## config.mk

```make
export PLATFORM = sky130hd
export DESIGN_NAME = ucrs_top
export DESIGN_NICKNAME = d
export VERILOG_FILES = /design/src/logic/ucrs_pkg.sv /design/src/logic/ucrs_top.sv
export SDC_FILE = /design/constraint.sdc
export NUM_CORES = 1
export LEC_CHECK = 0
export ABC_CLOCK_PERIOD_IN_PS = 1900
export BUFFER_PORTS_ARGS = -buffer_cell sky130_fd_sc_hd__buf_4
export CELL_PAD_IN_SITES_DETAIL_PLACEMENT = 0
export CELL_PAD_IN_SITES_GLOBAL_PLACEMENT = 1
export CORE_AREA = 2 2 171 173
export CTS_BUF_LIST = sky130_fd_sc_hd__clkbuf_16
export CTS_CLUSTER_SIZE = 24
export DETAILED_ROUTE_END_ITERATION = 10
export DIE_AREA = 0 0 173 175
export PLACE_DENSITY = 0.79
export RECOVER_POWER = 50
export SLEW_MARGIN = 20
export SYNTH_ARGS = -nofsm -noshare
export SYNTH_HDL_FRONTEND = slang
export SYNTH_SLANG_ARGS = --single-unit
```

## constraint.sdc

```tcl
create_clock -name clk_sys -period 1.9 [get_ports clk_sys]
set_input_delay 0.095 -clock clk_sys [delete_from_list [all_inputs] [get_ports clk_sys]]
set_output_delay 0.095 -clock clk_sys [all_outputs]
set_load 0.005 [all_outputs]
```

## src/logic/ucrs_pkg.sv

```systemverilog
// Purpose: constants and types for the channel register set of a uart
// Assumes: 32-bit axi4-lite data, one register per aligned word
// Notes: registers are 8 bits wide and sit in the low byte lanes
package ucrs_pkg;
    // ==========================================================
    // bus geometry and responses
    localparam int ADDR_W = 8;
    localparam int DATA_W = 32;
    localparam int REG_W = 8;
    localparam logic [1:0] RESP_OKAY = 2'h0;
    localparam logic [1:0] RESP_SLVERR = 2'h2;
    // ==========================================================
    // register byte offsets
    localparam logic [ADDR_W-1:0] OFF_HOLD = 8'h00;
    localparam logic [ADDR_W-1:0] OFF_IER = 8'h04;
    localparam logic [ADDR_W-1:0] OFF_ISR_FCR = 8'h08;
    localparam logic [ADDR_W-1:0] OFF_LCR = 8'h0C;
    localparam logic [ADDR_W-1:0] OFF_MCR = 8'h10;
    localparam logic [ADDR_W-1:0] OFF_LSR = 8'h14;
    localparam logic [ADDR_W-1:0] OFF_MSR = 8'h18;
    localparam logic [ADDR_W-1:0] OFF_SCRATCH = 8'h1C;
    localparam logic [ADDR_W-1:0] OFF_FEATURE_CONTROL = 8'h20;
    localparam logic [ADDR_W-1:0] OFF_EFR = 8'h24;
    localparam logic [ADDR_W-1:0] OFF_TXLVL = 8'h28;
    localparam logic [ADDR_W-1:0] OFF_RXLVL = 8'h2C;
    localparam logic [ADDR_W-1:0] OFF_XSTAT = 8'h30;
    localparam logic [ADDR_W-1:0] OFF_RES1 = 8'h34;
    localparam logic [ADDR_W-1:0] OFF_RES2 = 8'h38;
    localparam logic [ADDR_W-1:0] OFF_PAU1 = 8'h3C;
    localparam logic [ADDR_W-1:0] OFF_PAU2 = 8'h40;
    localparam logic [ADDR_W-1:0] OFF_DIVLO = 8'h44;
    localparam logic [ADDR_W-1:0] OFF_DIVHI = 8'h48;
    localparam logic [ADDR_W-1:0] OFF_DIVFR = 8'h4C;
    localparam logic [ADDR_W-1:0] OFF_IRQ_STAT = 8'h50;
    localparam logic [ADDR_W-1:0] OFF_IRQ_EN = 8'h54;
    localparam logic [ADDR_W-1:0] OFF_IRQ_CLR = 8'h58;
    // ==========================================================
    // reset values
    localparam logic [REG_W-1:0] RST_ZERO = 8'h00;
    localparam logic [REG_W-1:0] RST_DIVLO = 8'h01;
    localparam logic [REG_W-1:0] RST_ISR = 8'h01;
    localparam logic [REG_W-1:0] RST_LSR = 8'h60;
    localparam logic [REG_W-1:0] RST_SCRATCH = 8'hFF;
    // ==========================================================
    // field positions and widths
    localparam int MCR_DTR = 0;
    localparam int MCR_RTS = 1;
    localparam int MSR_DELTA_LSB = 0;
    localparam int MSR_LEVEL_LSB = 4;
    localparam int MODEM_N = 4;
    localparam int EFR_SWFC_LSB = 0;
    localparam int EFR_SWFC_W = 4;
    localparam int XC_RX_XOFF = 0;
    localparam int XC_RX_XON = 1;
    localparam int XC_TX_XOFF = 2;
    localparam int XC_TX_XON = 3;
    localparam int XC_W = 4;
    localparam int IRQ_N = 5;
    localparam int IRQ_MODEM = 4;
    // ==========================================================
    // write channel states
    typedef enum logic [1:0] {
        UCRS_WS_IDLE = 2'h1,
        UCRS_WS_RESP = 2'h2
    } ucrs_wstate_e;
endpackage : ucrs_pkg

```

## src/logic/ucrs_top.sv

```systemverilog
// Purpose: one uart channel register set with reset and power-up state
// Assumes: all inputs synchronous to clk_sys; flow engine and fifos outside
// Notes: power-up reset also loads divLow and divHigh; srst leaves them but clears divFrac
`timescale 1ns/1ps
`default_nettype none
module ucrs_top
    import ucrs_pkg::*;
(
    input wire logic clk_sys,
    input wire logic srst,
    input wire logic porRst,
    // axi4-lite slave
    input wire logic [ADDR_W-1:0] s_axi_awaddr,
    input wire logic s_axi_awvalid,
    output logic s_axi_awready,
    input wire logic [DATA_W-1:0] s_axi_wdata,
    input wire logic [DATA_W/8-1:0] s_axi_wstrb,
    input wire logic s_axi_wvalid,
    output logic s_axi_wready,
    output logic [1:0] s_axi_bresp,
    output logic s_axi_bvalid,
    input wire logic s_axi_bready,
    input wire logic [ADDR_W-1:0] s_axi_araddr,
    input wire logic s_axi_arvalid,
    output logic s_axi_arready,
    output logic [DATA_W-1:0] s_axi_rdata,
    output logic [1:0] s_axi_rresp,
    output logic s_axi_rvalid,
    input wire logic s_axi_rready,
    // channel side
    input wire logic [MODEM_N-1:0] modemIn,
    input wire logic rxXoffDet,
    input wire logic rxXonDet,
    input wire logic txXoffSent,
    input wire logic txXonSent,
    input wire logic txSerial,
    input wire logic [REG_W-1:0] rxHoldData,
    input wire logic [REG_W-1:0] isrIn,
    input wire logic [REG_W-1:0] lsrIn,
    input wire logic [REG_W-1:0] txLevelIn,
    input wire logic [REG_W-1:0] rxLevelIn,
    output logic txOut,
    output logic rtsN,
    output logic dtrN,
    output logic txHoldStb,
    output logic [REG_W-1:0] txHoldData,
    output logic [REG_W-1:0] divLow,
    output logic [REG_W-1:0] divHigh,
    output logic [REG_W-1:0] divFrac,
    output logic [REG_W-1:0] intEnable,
    output logic [REG_W-1:0] fifoCtrl,
    output logic [REG_W-1:0] lineCtrl,
    output logic [REG_W-1:0] modemCtrl,
    output logic [REG_W-1:0] featureCtrl,
    output logic [REG_W-1:0] enhFeature,
    output logic [REG_W-1:0] txTrigger,
    output logic [REG_W-1:0] rxTrigger,
    output logic [REG_W-1:0] resumeCharOne,
    output logic [REG_W-1:0] resumeCharTwo,
    output logic [REG_W-1:0] pauseCharOne,
    output logic [REG_W-1:0] pauseCharTwo,
    output logic irq
);
    // ==========================================================
    // decode helpers
    function automatic logic isMapped(input logic [ADDR_W-1:0] a);
        case (a)
            OFF_HOLD, OFF_IER, OFF_ISR_FCR, OFF_LCR, OFF_MCR, OFF_LSR,
            OFF_MSR, OFF_SCRATCH, OFF_FEATURE_CONTROL, OFF_EFR, OFF_TXLVL, OFF_RXLVL,
            OFF_XSTAT, OFF_RES1, OFF_RES2, OFF_PAU1, OFF_PAU2, OFF_DIVLO,
            OFF_DIVHI, OFF_DIVFR, OFF_IRQ_STAT, OFF_IRQ_EN,
            OFF_IRQ_CLR: isMapped = 1'b1;
            default: isMapped = 1'b0;
        endcase
    endfunction : isMapped

    logic anyRst;
    assign anyRst = srst | porRst;

    // ==========================================================
    // write channel
    ucrs_wstate_e wState_r;
    logic [ADDR_W-1:0] awAddr_r;
    logic [REG_W-1:0] wData_r;
    logic wLane0_r;
    logic doWrite;
    logic wrEn;
    assign doWrite = (wState_r == UCRS_WS_IDLE) && !s_axi_awready && !s_axi_wready;
    assign wrEn = doWrite && wLane0_r;

    always_ff @(posedge clk_sys) begin
        if (anyRst) begin
            s_axi_awready <= 1'b1;
            s_axi_wready <= 1'b1;
            s_axi_bvalid <= 1'b0;
            s_axi_bresp <= RESP_OKAY;
            wState_r <= UCRS_WS_IDLE;
            awAddr_r <= '0;
            wData_r <= RST_ZERO;
            wLane0_r <= 1'b0;
        end else begin
            if (s_axi_awvalid && s_axi_awready) begin
                s_axi_awready <= 1'b0;
                awAddr_r <= s_axi_awaddr;
            end
            if (s_axi_wvalid && s_axi_wready) begin
                s_axi_wready <= 1'b0;
                wData_r <= s_axi_wdata[REG_W-1:0];
                wLane0_r <= s_axi_wstrb[0];
            end
            case (wState_r)
                UCRS_WS_IDLE: begin
                    if (doWrite) begin
                        s_axi_bvalid <= 1'b1;
                        s_axi_bresp <= isMapped(awAddr_r) ? RESP_OKAY : RESP_SLVERR;
                        wState_r <= UCRS_WS_RESP;
                    end
                end
                UCRS_WS_RESP: begin
                    if (s_axi_bready) begin
                        s_axi_bvalid <= 1'b0;
                        s_axi_awready <= 1'b1;
                        s_axi_wready <= 1'b1;
                        wState_r <= UCRS_WS_IDLE;
                    end
                end
                default: wState_r <= UCRS_WS_IDLE;
            endcase
        end
    end

    // ==========================================================
    // divisor latches, power-up only
    always_ff @(posedge clk_sys) begin
        if (porRst) begin
            divLow <= RST_DIVLO;
            divHigh <= RST_ZERO;
        end else if (wrEn) begin
            if (awAddr_r == OFF_DIVLO) begin
                divLow <= wData_r;
            end
            if (awAddr_r == OFF_DIVHI) begin
                divHigh <= wData_r;
            end
        end
    end

    // ==========================================================
    // configuration registers
    always_ff @(posedge clk_sys) begin
        if (anyRst) begin
            divFrac <= RST_ZERO;
            intEnable <= RST_ZERO;
            fifoCtrl <= RST_ZERO;
            lineCtrl <= RST_ZERO;
            modemCtrl <= RST_ZERO;
            featureCtrl <= RST_ZERO;
            enhFeature <= RST_ZERO;
            txTrigger <= RST_ZERO;
            rxTrigger <= RST_ZERO;
            resumeCharOne <= RST_ZERO;
            resumeCharTwo <= RST_ZERO;
            pauseCharOne <= RST_ZERO;
            pauseCharTwo <= RST_ZERO;
        end else if (wrEn) begin
            case (awAddr_r)
                OFF_DIVFR: divFrac <= wData_r;
                OFF_IER: intEnable <= wData_r;
                OFF_ISR_FCR: fifoCtrl <= wData_r;
                OFF_LCR: lineCtrl <= wData_r;
                OFF_MCR: modemCtrl <= wData_r;
                OFF_FEATURE_CONTROL: featureCtrl <= wData_r;
                OFF_EFR: enhFeature <= wData_r;
                OFF_TXLVL: txTrigger <= wData_r;
                OFF_RXLVL: rxTrigger <= wData_r;
                OFF_RES1: resumeCharOne <= wData_r;
                OFF_RES2: resumeCharTwo <= wData_r;
                OFF_PAU1: pauseCharOne <= wData_r;
                OFF_PAU2: pauseCharTwo <= wData_r;
                default: ;
            endcase
        end
    end

    // ==========================================================
    // scratch register
    logic [REG_W-1:0] scratch_r;
    always_ff @(posedge clk_sys) begin
        if (anyRst) begin
            scratch_r <= RST_SCRATCH;
        end else if (wrEn && awAddr_r == OFF_SCRATCH) begin
            scratch_r <= wData_r;
        end
    end

    // ==========================================================
    // transmit holding strobe
    always_ff @(posedge clk_sys) begin
        if (anyRst) begin
            txHoldStb <= 1'b0;
            txHoldData <= RST_ZERO;
        end else begin
            txHoldStb <= wrEn && awAddr_r == OFF_HOLD;
            if (wrEn && awAddr_r == OFF_HOLD) begin
                txHoldData <= wData_r;
            end
        end
    end

    // ==========================================================
    // serial and modem outputs
    always_ff @(posedge clk_sys) begin
        if (anyRst) begin
            txOut <= 1'b1;
            rtsN <= 1'b1;
            dtrN <= 1'b1;
        end else begin
            txOut <= txSerial;
            rtsN <= ~modemCtrl[MCR_RTS];
            dtrN <= ~modemCtrl[MCR_DTR];
        end
    end

    // ==========================================================
    // read side effects
    logic rdTake;
    logic rdMsr;
    logic rdXstat;
    assign rdTake = s_axi_arvalid && s_axi_arready;
    assign rdMsr = rdTake && s_axi_araddr == OFF_MSR;
    assign rdXstat = rdTake && s_axi_araddr == OFF_XSTAT;

    // ==========================================================
    // status snapshots from the channel
    logic [REG_W-1:0] isrShow_r;
    logic [REG_W-1:0] lsrShow_r;
    logic [REG_W-1:0] txLvl_r;
    logic [REG_W-1:0] rxLvl_r;
    always_ff @(posedge clk_sys) begin
        if (anyRst) begin
            isrShow_r <= RST_ISR;
            lsrShow_r <= RST_LSR;
            txLvl_r <= RST_ZERO;
            rxLvl_r <= RST_ZERO;
        end else begin
            isrShow_r <= isrIn;
            lsrShow_r <= lsrIn;
            txLvl_r <= txLevelIn;
            rxLvl_r <= rxLevelIn;
        end
    end

    // ==========================================================
    // modem status
    logic [MODEM_N-1:0] modemLvl_r;
    logic [MODEM_N-1:0] modemDelta_r;
    logic modemChg;
    assign modemChg = |(modemIn ^ modemLvl_r);
    always_ff @(posedge clk_sys) begin
        modemLvl_r <= modemIn;
    end
    always_ff @(posedge clk_sys) begin
        if (anyRst) begin
            modemDelta_r <= '0;
        end else begin
            modemDelta_r <= (rdMsr ? '0 : modemDelta_r) | (modemIn ^ modemLvl_r);
        end
    end

    // ==========================================================
    // flow character status
    logic [XC_W-1:0] xStat_r;
    logic [XC_W-1:0] xEvt;
    logic swFlowOff;
    assign swFlowOff = enhFeature[EFR_SWFC_LSB +: EFR_SWFC_W] == '0;
    always_comb begin
        xEvt = '0;
        xEvt[XC_RX_XOFF] = rxXoffDet;
        xEvt[XC_RX_XON] = rxXonDet;
        xEvt[XC_TX_XOFF] = txXoffSent;
        xEvt[XC_TX_XON] = txXonSent;
    end
    always_ff @(posedge clk_sys) begin
        if (anyRst || swFlowOff) begin
            xStat_r <= '0;
        // set by event, cleared by read
        end else begin
            xStat_r <= (rdXstat ? '0 : xStat_r) | xEvt;
        end
    end

    // ==========================================================
    // interrupt status, enable and clear
    logic [IRQ_N-1:0] irqStat_r;
    logic [IRQ_N-1:0] irqEn_r;
    logic [IRQ_N-1:0] irqSet;
    logic [IRQ_N-1:0] irqClr;
    assign irqSet = {modemChg, xEvt};
    assign irqClr = (wrEn && awAddr_r == OFF_IRQ_CLR) ? wData_r[IRQ_N-1:0] : '0;
    always_ff @(posedge clk_sys) begin
        if (anyRst) begin
            irqStat_r <= '0;
            irqEn_r <= '0;
            irq <= 1'b0;
        end else begin
            irqStat_r <= (irqStat_r & ~irqClr) | irqSet;
            if (wrEn && awAddr_r == OFF_IRQ_EN) begin
                irqEn_r <= wData_r[IRQ_N-1:0];
            end
            irq <= |(((irqStat_r & ~irqClr) | irqSet) & irqEn_r);
        end
    end

    // ==========================================================
    // read channel
    logic [REG_W-1:0] rdByte;
    always_comb begin
        rdByte = RST_ZERO;
        case (s_axi_araddr)
            OFF_HOLD: rdByte = rxHoldData;
            OFF_IER: rdByte = intEnable;
            OFF_ISR_FCR: rdByte = isrShow_r;
            OFF_LCR: rdByte = lineCtrl;
            OFF_MCR: rdByte = modemCtrl;
            OFF_LSR: rdByte = lsrShow_r;
            OFF_MSR: rdByte = {modemLvl_r, modemDelta_r};
            OFF_SCRATCH: rdByte = scratch_r;
            OFF_FEATURE_CONTROL: rdByte = featureCtrl;
            OFF_EFR: rdByte = enhFeature;
            OFF_TXLVL: rdByte = txLvl_r;
            OFF_RXLVL: rdByte = rxLvl_r;
            OFF_XSTAT: rdByte = {{(REG_W-XC_W){1'b0}}, xStat_r};
            OFF_DIVLO: rdByte = divLow;
            OFF_DIVHI: rdByte = divHigh;
            OFF_DIVFR: rdByte = divFrac;
            OFF_IRQ_STAT: rdByte = {{(REG_W-IRQ_N){1'b0}}, irqStat_r};
            OFF_IRQ_EN: rdByte = {{(REG_W-IRQ_N){1'b0}}, irqEn_r};
            default: rdByte = RST_ZERO;
        endcase
    end

    always_ff @(posedge clk_sys) begin
        if (anyRst) begin
            s_axi_arready <= 1'b1;
            s_axi_rvalid <= 1'b0;
            s_axi_rdata <= '0;
            s_axi_rresp <= RESP_OKAY;
        end else if (rdTake) begin
            s_axi_arready <= 1'b0;
            s_axi_rvalid <= 1'b1;
            s_axi_rdata <= {{(DATA_W-REG_W){1'b0}}, rdByte};
            s_axi_rresp <= isMapped(s_axi_araddr) ? RESP_OKAY : RESP_SLVERR;
        end else if (s_axi_rvalid && s_axi_rready) begin
            s_axi_rvalid <= 1'b0;
            s_axi_arready <= 1'b1;
        end
    end
endmodule : ucrs_top
`default_nettype wire

```

==> Implementation_results.wiki, run 1 <==
{| class="wikitable"
! Metric !! Value
|-
| Run status || complete, no violations
|-
| Vias post-DR || 9,362
|-
| Die Width || 173 µm
|-
| Seq pwr share || 0.464
|-
| Synth Cell Area || 0.009504 mm²
|-
| Simple-gate share of the synthesized area || 0.2392
|-
| Detailed-routing iteration count for the pre-antenna-repair pass || 5
|-
| Initial DRC Count || 667
|-
| Clock network fraction of design power || 0.453
|-
| Fraction of the cycle the final worst path needs || 0.9802
|-
| Main combinational cell family by area after synthesis || simple AND/OR/NAND/NOR gates
|-
| Synth Area in Compound Gates || 0.1447
|-
| Min-Delay Startpoint || srst
|-
| Detailed Route WL || 36.58 mm
|-
| Post-synthesis xor/xnor area fraction || 0.003686
|-
| Clock latency on the worst-skew pair || 530 ps
|-
| Non-filler instance count after layout || 1,896
|-
| Area growth from synthesis to layout || 45.46%
|-
| Critical path launch point type || flip-flop
|-
| Flip-flop and latch count after synthesis || 229
|-
| Die area || 0.03028 mm²
|-
| Clock tree from TritonCTS || yes
|-
| Setup violation total in the final timing report || 0
|-
| Fin. Hold Viols || 0
|-
| Flop-to-flop setup slack || 40 ps
|-
| Number of fill cells in the layout || 2,765
|-
| Crit Reg-Reg Startpoint || s_axi_wready
|-
| Share of the yosys chip area belonging to registers || 0.4824
|-
| Fraction of layout instances using a drive strength above 1 || 0.2599
|-
| Hold-critical path depth || 3
|-
| HPWL after detailed placement || 26.70 mm
|-
| Sw Share || 0.2337
|-
| Worst path max stage delay || 360 ps
|-
| Maximum number of pins on one net before global-route repair || 95
|-
| Portion of netlist area occupied by mux cells || 0.07754
|-
| Average wire length per cell after detail routing || 19.29 µm
|-
| Number of primary I/O pins || 283
|-
| Leakage power total || 0.005294 µW
|-
| Maximum achievable frequency || 0.5370 GHz
|-
| Number of antenna cells inserted || 0
|-
| End of the worst register-to-register path || modemCtrl[3]
|-
| Switching pwr || 2469 µW
|-
| Total of buffers placed on input and output ports || 229
|-
| Class of the tightest hold or removal check || input port to flip-flop
|-
| Bufs on Longest Clock Path || 3
|-
| Total Power || 10,570 µW
|-
| Post-placement cell count || 1,771
|-
| Clock root buffer || sky130_fd_sc_hd__clkbuf_16
|-
| Post-route ant nets || 0
|-
| Initial antenna violation count || 0
|-
| Overall overflow remaining after global route || 0
|-
| Most instantiated flip-flop cell in the synthesis netlist || sky130_fd_sc_hd__dfxtp_1
|-
| Critical path, cell by cell || nor4b_4 > buf_4 > nand2_8 > nor4_4 > buf_12 > mux2i_1 > nor2_1
|-
| Kind of capture point of the worst setup path || flip-flop
|-
| Tightest slew margin relative to the limit || 0.2701
|-
| End-of-flow core utilization || 0.4869
|-
| Number of design rule violations left after detail routing || 0
|-
| CTS Buf Count || 26
|-
| Yosys Warn Count || 0
|-
| Internal power || 8097 µW
|-
| Crit path setup slack, layout || 37.64 ps
|-
| Global Route Usage Sum || 0.2318
|-
| Global-route wire length before repair || 54.28 mm
|-
| Post-layout min period || 1862 ps
|-
| Core region area || 0.02839 mm²
|-
| RSZ-0062 raised after global routing || true
|-
| Worst-Margin Slew || 1085 ps
|-
| Combinational share of power || 0.083
|-
| Sinks on Clock Net || 229
|-
| Via count normalized by instance count || 4.938
|-
| Final net count || 1,603
|-
| Height of the die || 175 µm
|-
| Number of global-route vias before repair || 8,874
|-
| Highest fanout seen on the critical path || 8
|-
| Max-cap violations || 0
|-
| CTS H-tree lvls || 1
|-
| Final weighted congestion in routability-driven placement || 0.9538
|-
| Pre-CTS setup slack || -256.5 ps
|-
| Final Slew Violations || 0
|-
| Required time at the endpoint of the critical path || 2310 ps
|-
| Largest voltage drop on the vdd net || 0.5464 mV
|-
| Hold EP || s_axi_rresp[1]
|-
| Starting Density || 0.3347
|-
| Crit path arrival time || 2270 ps
|-
| Synthesized-area fraction occupied by adder cells || 0
|-
| Area of the multi-input gates || 0.004602 mm²
|-
| Syn Area/Cell || 8.426 µm²
|-
| Storage element area || 0.004586 mm²
|-
| Depth of the worst register-to-register path || 7
|-
| Distinct cell type count after synthesis || 67
|-
| Share of async-settable or async-resettable flops after synthesis || 0
|-
| CP max stage cell || sky130_fd_sc_hd__nor4_4
|-
| Clock Skew || 20.14 ps
|-
| Startpoint-to-endpoint class of the critical path || flip-flop to flip-flop
|-
| Clock-pin slew of the registers on the worst-case setup and hold paths || 60 ps
|-
| Std-Cell Rows || 62
|-
| Total power divided by cell area || 764.3 mW/mm²
|-
| Post-Synthesis Cells || 1,128
|-
| EDFF count, synth || 0
|}
## per-stage QoR
step                area (µm²)  hold slack, ps  setup TNS [ps]
floorplan                 9598           122.7               0
global placement         12210           220.3           -5476
detailed placement       12210           218.7           -7462
CTS                      13800           7.487          -31.35
global route             13820           32.31           -2215
finish                   13820           25.31               0
## cell families (layout without fill, tap and decap cells)
family          Yosys count  after routing
other cells               1             26
compound gates          234            234
flops                   229            229
xor+xnor                  4              4
mux                      71             71
buf+inv                 103            462
simple gates            486            486
## worst max-delay path, delay by kind of cell (launching register included)
family                 cells  cell delay, ps
buffers and inverters      2             390
flip-flops                 1             340
multiplexers               1             180
AND/OR/NAND/NOR            4             830
## power by group through the flow
| stage | Sequential, µW | Combinational [µW] | Clock (µW) |
|---|---|---|---|
| 2_1_floorplan | 4990 | 386 | 0 |
| 3_3_place_gp | 5000 | 743 | 0 |
| 3_5_place_dp | 5000 | 745 | 0 |
| 4_1_cts | 4900 | 869 | 4880 |
| 5_1_grt | 4900 | 936 | 5070 |
| 6_report | 4900 | 875 | 4790 |
## cell type report
| cell class | instances | area share |
|---|---|---|
| inverters | 8 | 0.002172 |
| flip-flops and latches | 229 | 0.3317 |
| well taps | 384 | 0.03475 |
| clock inverters | 19 | 0.009684 |
| repair buffers | 408 | 0.2399 |
| multi-input cells | 821 | 0.3329 |
| clock buffers | 27 | 0.04887 |
## per-layer routing
layer / part of all wire / wire length (µm) / up-vias / global-route usage
li1: - / - / 4551 / -
met3: 0.056 / 2064 / 74 / 0.03198
met1: 0.43 / 15760 / 4400 / 0.3015
met4: 0.034 / 1257 / 0 / 0.08333
met5: 0 / 0 / - / 0
met2: 0.48 / 17490 / 337 / 0.3930
## synth_stat cells, drive strengths merged, types with 7 or more instances
library cell | count | area share
nor3 | 15 | 0.012
o22ai | 9 | 0.0059
a21oi | 145 | 0.076
inv | 8 | 0.0032
clkbuf | 55 | 0.022
mux2 | 11 | 0.013
buf | 40 | 0.027
a22o | 7 | 0.0065
mux2i | 59 | 0.062
and2 | 34 | 0.022
o21ai | 15 | 0.0079
nor4 | 10 | 0.011
nand3 | 28 | 0.015
nor2 | 82 | 0.032
a22oi | 27 | 0.021
nand2 | 269 | 0.11
nand2b | 9 | 0.0059
dfxtp | 229 | 0.48
## repair_timing
action | 4_1_cts | 5_1_grt
endpoints found under the setup margin | 34 | 97
hold buffers | 76 | 0
gates resized for setup | 4 | 18
endpoints found under the hold margin | 74 | 0
buffers inserted | 0 | 3
pin swaps | 0 | 6
## worst max-delay path by stage
stage	cells past startpoint	endpoint	slack (ps)	startpoint
floorplan	5	scratch_r[1]	60	wState_r[1]
global placement	6	rxTrigger[5]	-170	wState_r[1]
detailed placement	6	rxTrigger[6]	-260	wState_r[1]
CTS	6	rxTrigger[1]	-9	wState_r[1]
global route	7	modemCtrl[4]	-80	s_axi_wready
finish	7	modemCtrl[3]	40	s_axi_wready
## cell usage in the layout (no fill, tap or decap), types with 11 or more instances in the layout
master                          count
sky130_fd_sc_hd__nand2_1          258
sky130_fd_sc_hd__dfxtp_1          228
sky130_fd_sc_hd__buf_4            190
sky130_fd_sc_hd__a21oi_1          142
sky130_fd_sc_hd__clkbuf_4         109
sky130_fd_sc_hd__nor2_1            82
sky130_fd_sc_hd__dlygate4sd3_1     76
sky130_fd_sc_hd__mux2i_1           59
sky130_fd_sc_hd__and2_1            31
sky130_fd_sc_hd__nand3_1           28
sky130_fd_sc_hd__a22oi_1           27
sky130_fd_sc_hd__clkbuf_16         27
sky130_fd_sc_hd__conb_1            26
sky130_fd_sc_hd__clkbuf_1          20
sky130_fd_sc_hd__o21ai_0           14
sky130_fd_sc_hd__inv_1             12
sky130_fd_sc_hd__mux2_2            11
sky130_fd_sc_hd__buf_12            11
Power figures use the tool's default switching activity.
==> run 2: changes to the inputs <==
--- a/config.mk
+++ b/config.mk
@@ -5,16 +5,17 @@
 export SDC_FILE = /design/constraint.sdc
 export NUM_CORES = 1
 export LEC_CHECK = 0
-export ABC_CLOCK_PERIOD_IN_PS = 1900
+export ABC_AREA = 1
+export ABC_CLOCK_PERIOD_IN_PS = 2000
 export BUFFER_PORTS_ARGS = -buffer_cell sky130_fd_sc_hd__buf_4
 export CELL_PAD_IN_SITES_DETAIL_PLACEMENT = 0
 export CELL_PAD_IN_SITES_GLOBAL_PLACEMENT = 1
-export CORE_AREA = 2 2 171 173
+export CORE_AREA = 2 2 164 166
 export CTS_BUF_LIST = sky130_fd_sc_hd__clkbuf_16
 export CTS_CLUSTER_SIZE = 24
 export DETAILED_ROUTE_END_ITERATION = 10
-export DIE_AREA = 0 0 173 175
-export PLACE_DENSITY = 0.79
+export DIE_AREA = 0 0 166 168
+export PLACE_DENSITY = 0.83
 export RECOVER_POWER = 50
 export SLEW_MARGIN = 20
 export SYNTH_ARGS = -nofsm -noshare
==> constraint.sdc (replaced) <==
create_clock -name clk_sys -period 2 [get_ports clk_sys]
set_input_delay 0.1 -clock clk_sys [delete_from_list [all_inputs] [get_ports clk_sys]]
set_output_delay 0.1 -clock clk_sys [all_outputs]
set_load 0.005 [all_outputs]
==> run 2 against run 1 <==
  * Final cell count up 0.26%
  * First-iteration DRC count down 12%
  * Count of clock-buffer cells in the layout down 2
  * Global-route usage down 0.41 points
  * Power down 3.5%
  * Clock skew down 9.4 ps
  * Clock power up 1%
  * Non-clock buffer count down 51
  * Sequential share of layout area up 1.8 points
  * Routed wire length down 10%
  * Final area down 5.3%
==> Implementation_results.wiki, run 2 <==
{| class="wikitable"
! Metric !! Value
|-
| Crit path setup slack, layout || 108.5 ps (+70.86 ps)
|-
| Number of antenna cells inserted || 0 (unchanged)
|-
| Internal power || 7840 µW (-3.2%)
|-
| CTS H-tree lvls || 1 (unchanged)
|-
| Final weighted congestion in routability-driven placement || 0.9259 (-2.9%)
|-
| Routed wire length on met2 || 15.35 mm (-12%)
|-
| Maximum number of pins on one net before global-route repair || 63 (-34%)
|-
| Area share of the largest cell type after synthesis || 0.4823 (about the same)
|-
| Post-layout min period || 1892 ps
|-
| Fraction of the cycle the final worst path needs || 0.9458
|-
| Worst path bufs/invs || 5 (+3)
|-
| Sw Share || 0.2309 (-0.002777)
|-
| Total of buffers placed on input and output ports || 229 (unchanged)
|-
| Setup violation total in the final timing report || 0 (unchanged)
|-
| Leakage power total || 0.005774 µW (+9.1%)
|-
| Clock root buffer || sky130_fd_sc_hd__clkbuf_16
|-
| Metal-1 WL || 14.46 mm (-8.3%)
|-
| Area post-placement || 0.01178 mm² (-3.5%)
|-
| Distinct cell type count after synthesis || 38 (-43%)
|-
| Height of the die || 168 µm (-4.0%)
|-
| Fraction of layout instances using a drive strength above 1 || 0.2013 (-0.05864)
|-
| Clock tree from TritonCTS || yes
|-
| Global Route Usage Sum || 0.2276 (-0.004146)
|-
| Crit path arrival time || 2300 ps (+30 ps)
|-
| Worst path max stage delay || 550 ps (+190 ps)
|-
| Main area contributors after synthesis || sky130_fd_sc_hd__dfxtp_1 48%, sky130_fd_sc_hd__nor2_1 8.1%, sky130_fd_sc_hd__nand2_1 7.6%
|-
| Sinks on Clock Net || 229 (unchanged)
|-
| HPWL after detailed placement || 24.02 mm (-10%)
|-
| Synth Area in Compound Gates || 0.1684 (+0.02367)
|-
| Kind of capture point of the worst setup path || flip-flop
|-
| Switching pwr || 2354 µW (-4.7%)
|-
| Detailed-routing iteration count for the pre-antenna-repair pass || 6 (+1)
|-
| Die area || 0.02789 mm² (-7.9%)
|-
| Initial DRC Count || 585 (-12%)
|-
| Area growth from synthesis to layout || 37.75%
|-
| Via count normalized by instance count || 4.873 (-1.3%)
|-
| Critical path launch point type || input port
|-
| Library cell appearing most often on the critical path || sky130_fd_sc_hd__dlygate4sd3_1
|-
| Seq pwr share || 0.457 (-0.007)
|-
| Worst-Margin Slew || 603.6 ps (-481.2 ps)
|-
| Clock-pin slew of the registers on the worst-case setup and hold paths || 60 ps (about the same)
|-
| RSZ-0062 raised after global routing || false
|-
| Die Width || 166 µm (-4.0%)
|-
| Total power divided by cell area || 778.6 mW/mm² (+1.9%)
|-
| Portion of netlist area occupied by mux cells || 0 (-0.07754)
|-
| Number of primary I/O pins || 283 (unchanged)
|-
| Synth Cell Area || 0.009505 mm² (about the same)
|-
| Post-route worst hold slack || 25.99 ps (+0.6825 ps)
|-
| Commonest non-fill, non-tap cell in the layout || sky130_fd_sc_hd__dfxtp_1
|-
| Pre-CTS setup slack || 237.6 ps (+494.0 ps)
|-
| Share of async-settable or async-resettable flops after synthesis || 0 (unchanged)
|-
| Std-Cell Rows || 60 (-3.2%)
|-
| Number of design rule violations left after detail routing || 0 (unchanged)
|-
| Most instantiated flip-flop cell in the synthesis netlist || sky130_fd_sc_hd__dfxtp_1
|-
| Largest voltage drop on the vdd net || 0.5831 mV (+6.7%)
|-
| Overall overflow remaining after global route || 0 (unchanged)
|-
| Final net count || 1,651 (+3.0%)
|-
| Cell type group with the largest total delay on the critical path || buffers and inverters
|-
| Global-route wire length before repair || 50.19 mm (-7.5%)
|-
| Startpoint-to-endpoint class of the critical path || input port to flip-flop
|-
| Final Slew Violations || 0 (unchanged)
|-
| Leading area contributor after synthesis || sky130_fd_sc_hd__dfxtp_1
|-
| Clock latency on the worst-skew pair || 530 ps (about the same)
|-
| Clock Skew || 10.76 ps (-9.377 ps)
|-
| Setup total negative slack || 0 ps (unchanged)
|-
| Initial antenna violation count || 0 (unchanged)
|-
| CTS Buf Count || 25 (-3.8%)
|-
| Share of the yosys chip area belonging to registers || 0.4823 (about the same)
|-
| Core region area || 0.02635 mm² (-7.2%)
|-
| Top library cells by usage in the layout, fill and taps aside || 229 x sky130_fd_sc_hd__dfxtp_1, 202 x sky130_fd_sc_hd__nor2_1, 193 x sky130_fd_sc_hd__nand2_1, 127 x sky130_fd_sc_hd__buf_4, 100 x sky130_fd_sc_hd__clkbuf_4
|-
| Average wire length per cell after detail routing || 17.29 µm (-10%)
|-
| Uppermost routed layer || met4
|-
| Max-cap violations || 0 (unchanged)
|-
| Cell with the most instances after synthesis || sky130_fd_sc_hd__dfxtp_1
|-
| Class of the tightest hold or removal check || input port to flip-flop
|-
| EDFF count, synth || 0 (unchanged)
|-
| Tightest slew margin relative to the limit || 0.5976 (+0.3275)
|-
| Commonest cells in the netlist || 229 x sky130_fd_sc_hd__dfxtp_1, 205 x sky130_fd_sc_hd__nor2_1, 193 x sky130_fd_sc_hd__nand2_1, 93 x sky130_fd_sc_hd__nand3_1, 88 x sky130_fd_sc_hd__a21oi_1
|-
| Post-route ant nets || 0 (unchanged)
|-
| Required time at the endpoint of the critical path || 2410 ps (+100 ps)
|-
| CP max stage cell || sky130_fd_sc_hd__dlygate4sd3_1
|-
| End-of-flow core utilization || 0.4969 (+0.01000)
|-
| Simple-gate share of the synthesized area || 0.2540 (+0.01484)
|-
| Detailed Route WL || 32.86 mm (-10%)
|-
| Bufs on Longest Clock Path || 3 (unchanged)
|-
| Starting Density || 0.3607 (+0.02599)
|-
| Highest fanout seen on the critical path || 49 (+41)
|-
| Maximum achievable frequency || 0.5287 GHz
|-
| Number of global-route vias before repair || 8,694 (-2.0%)
|-
| Fin. Hold Viols || 0 (unchanged)
|-
| Post-synthesis xor/xnor area fraction || 0.003686 (about the same)
|-
| Flip-flop and latch count after synthesis || 229 (unchanged)
|-
| Clock network fraction of design power || 0.475 (+0.022)
|-
| Combinational share of power || 0.068 (-0.015)
|-
| Vias post-DR || 9,263 (-1.1%)
|-
| Critical path, cell by cell || dlygate4sd3_1 > clkbuf_2 > nor2_4 > buf_12 > nand2_1 > inv_1 > o21ai_0 > dlygate4sd3_1
|-
| Cell area after layout || 0.01309 mm² (-5.3%)
|-
| Total met3 wirelength after detailed routing || 2.206 mm (+6.9%)
|-
| Main combinational cell family by area after synthesis || simple AND/OR/NAND/NOR gates
|-
| Run status || complete, no violations
|-
| Yosys Warn Count || 0 (unchanged)
|-
| Post-Synthesis Cells || 1,221 (+8.2%)
|-
| Syn Area/Cell || 7.785 µm² (-7.6%)
|-
| Synthesized-area fraction occupied by adder cells || 0 (unchanged)
|}
run 2: power groups by stage:
stage | registers, µW | clock network [µW] | logic (µW)
3_5_place_dp | 4760 | 0 | 587
2_1_floorplan | 4750 | 0 | 328
3_3_place_gp | 4760 | 0 | 586
4_1_cts | 4660 | 4920 | 691
6_report | 4660 | 4850 | 690
5_1_grt | 4660 | 5090 | 750
run 2: final timing paths:
kind	startpoint	to	slack (ps)	cells past startpoint
setup / recovery	porRst	s_axi_awready	110	8
hold / removal	srst	scratch_r[4]	30	4
setup reg to reg	s_axi_awready	scratch_r[5]	160	8
hold reg to reg	modemCtrl[1]	rtsN	440	1
run 2: final cells by class:
type                            count  area (µm²)
Clock inverter                     20       229.0
Timing Repair Buffer              357        2700
Tap cell                          341       426.7
Clock buffer                       25       625.6
Fill cell                        2578       13260
Inverter                           96       367.9
Multi-Input combinational cell    833        4160
Sequential cell                   229        4584
run 2: tightest hold or removal path: stages:
cell                       delay, ps
sky130_fd_sc_hd__buf_4            90
sky130_fd_sc_hd__nor2_4           50
sky130_fd_sc_hd__buf_12          170
sky130_fd_sc_hd__o211ai_1        100
run 2: what timing repair did:
action                                  CTS  global route
hold buffers                             65             0
endpoints found under the setup margin    0            10
resized for setup                         0             2
hold endpoints to repair                 89             0
buffers inserted                          0             1
run 2: per-layer routing:
metal	up-vias	global-route usage
li1	4671	-
met1	4249	0.3014
met2	290	0.3819
met3	53	0.04560
met4	0	0.05709
met5	-	0
run 2: per-stage QoR:
step / cells / total power, µW
3_3_place_gp: 1790 / 5344
4_1_cts: 1900 / 10270
3_5_place_dp: 1790 / 5346
5_1_grt: 1901 / 10500
6_report: 1901 / 10190
2_1_floorplan: 1246 / 5076
run 2: logic make-up (layout without fill, tap and decap cells):
group | Yosys count | in the layout
AND/OR/NAND/NOR | 538 | 538
AO/OA/AOI/OAI | 265 | 265
flip-flops | 229 | 229
buffers and inverters | 184 | 498
XOR/XNOR | 4 | 4
other | 1 | 26
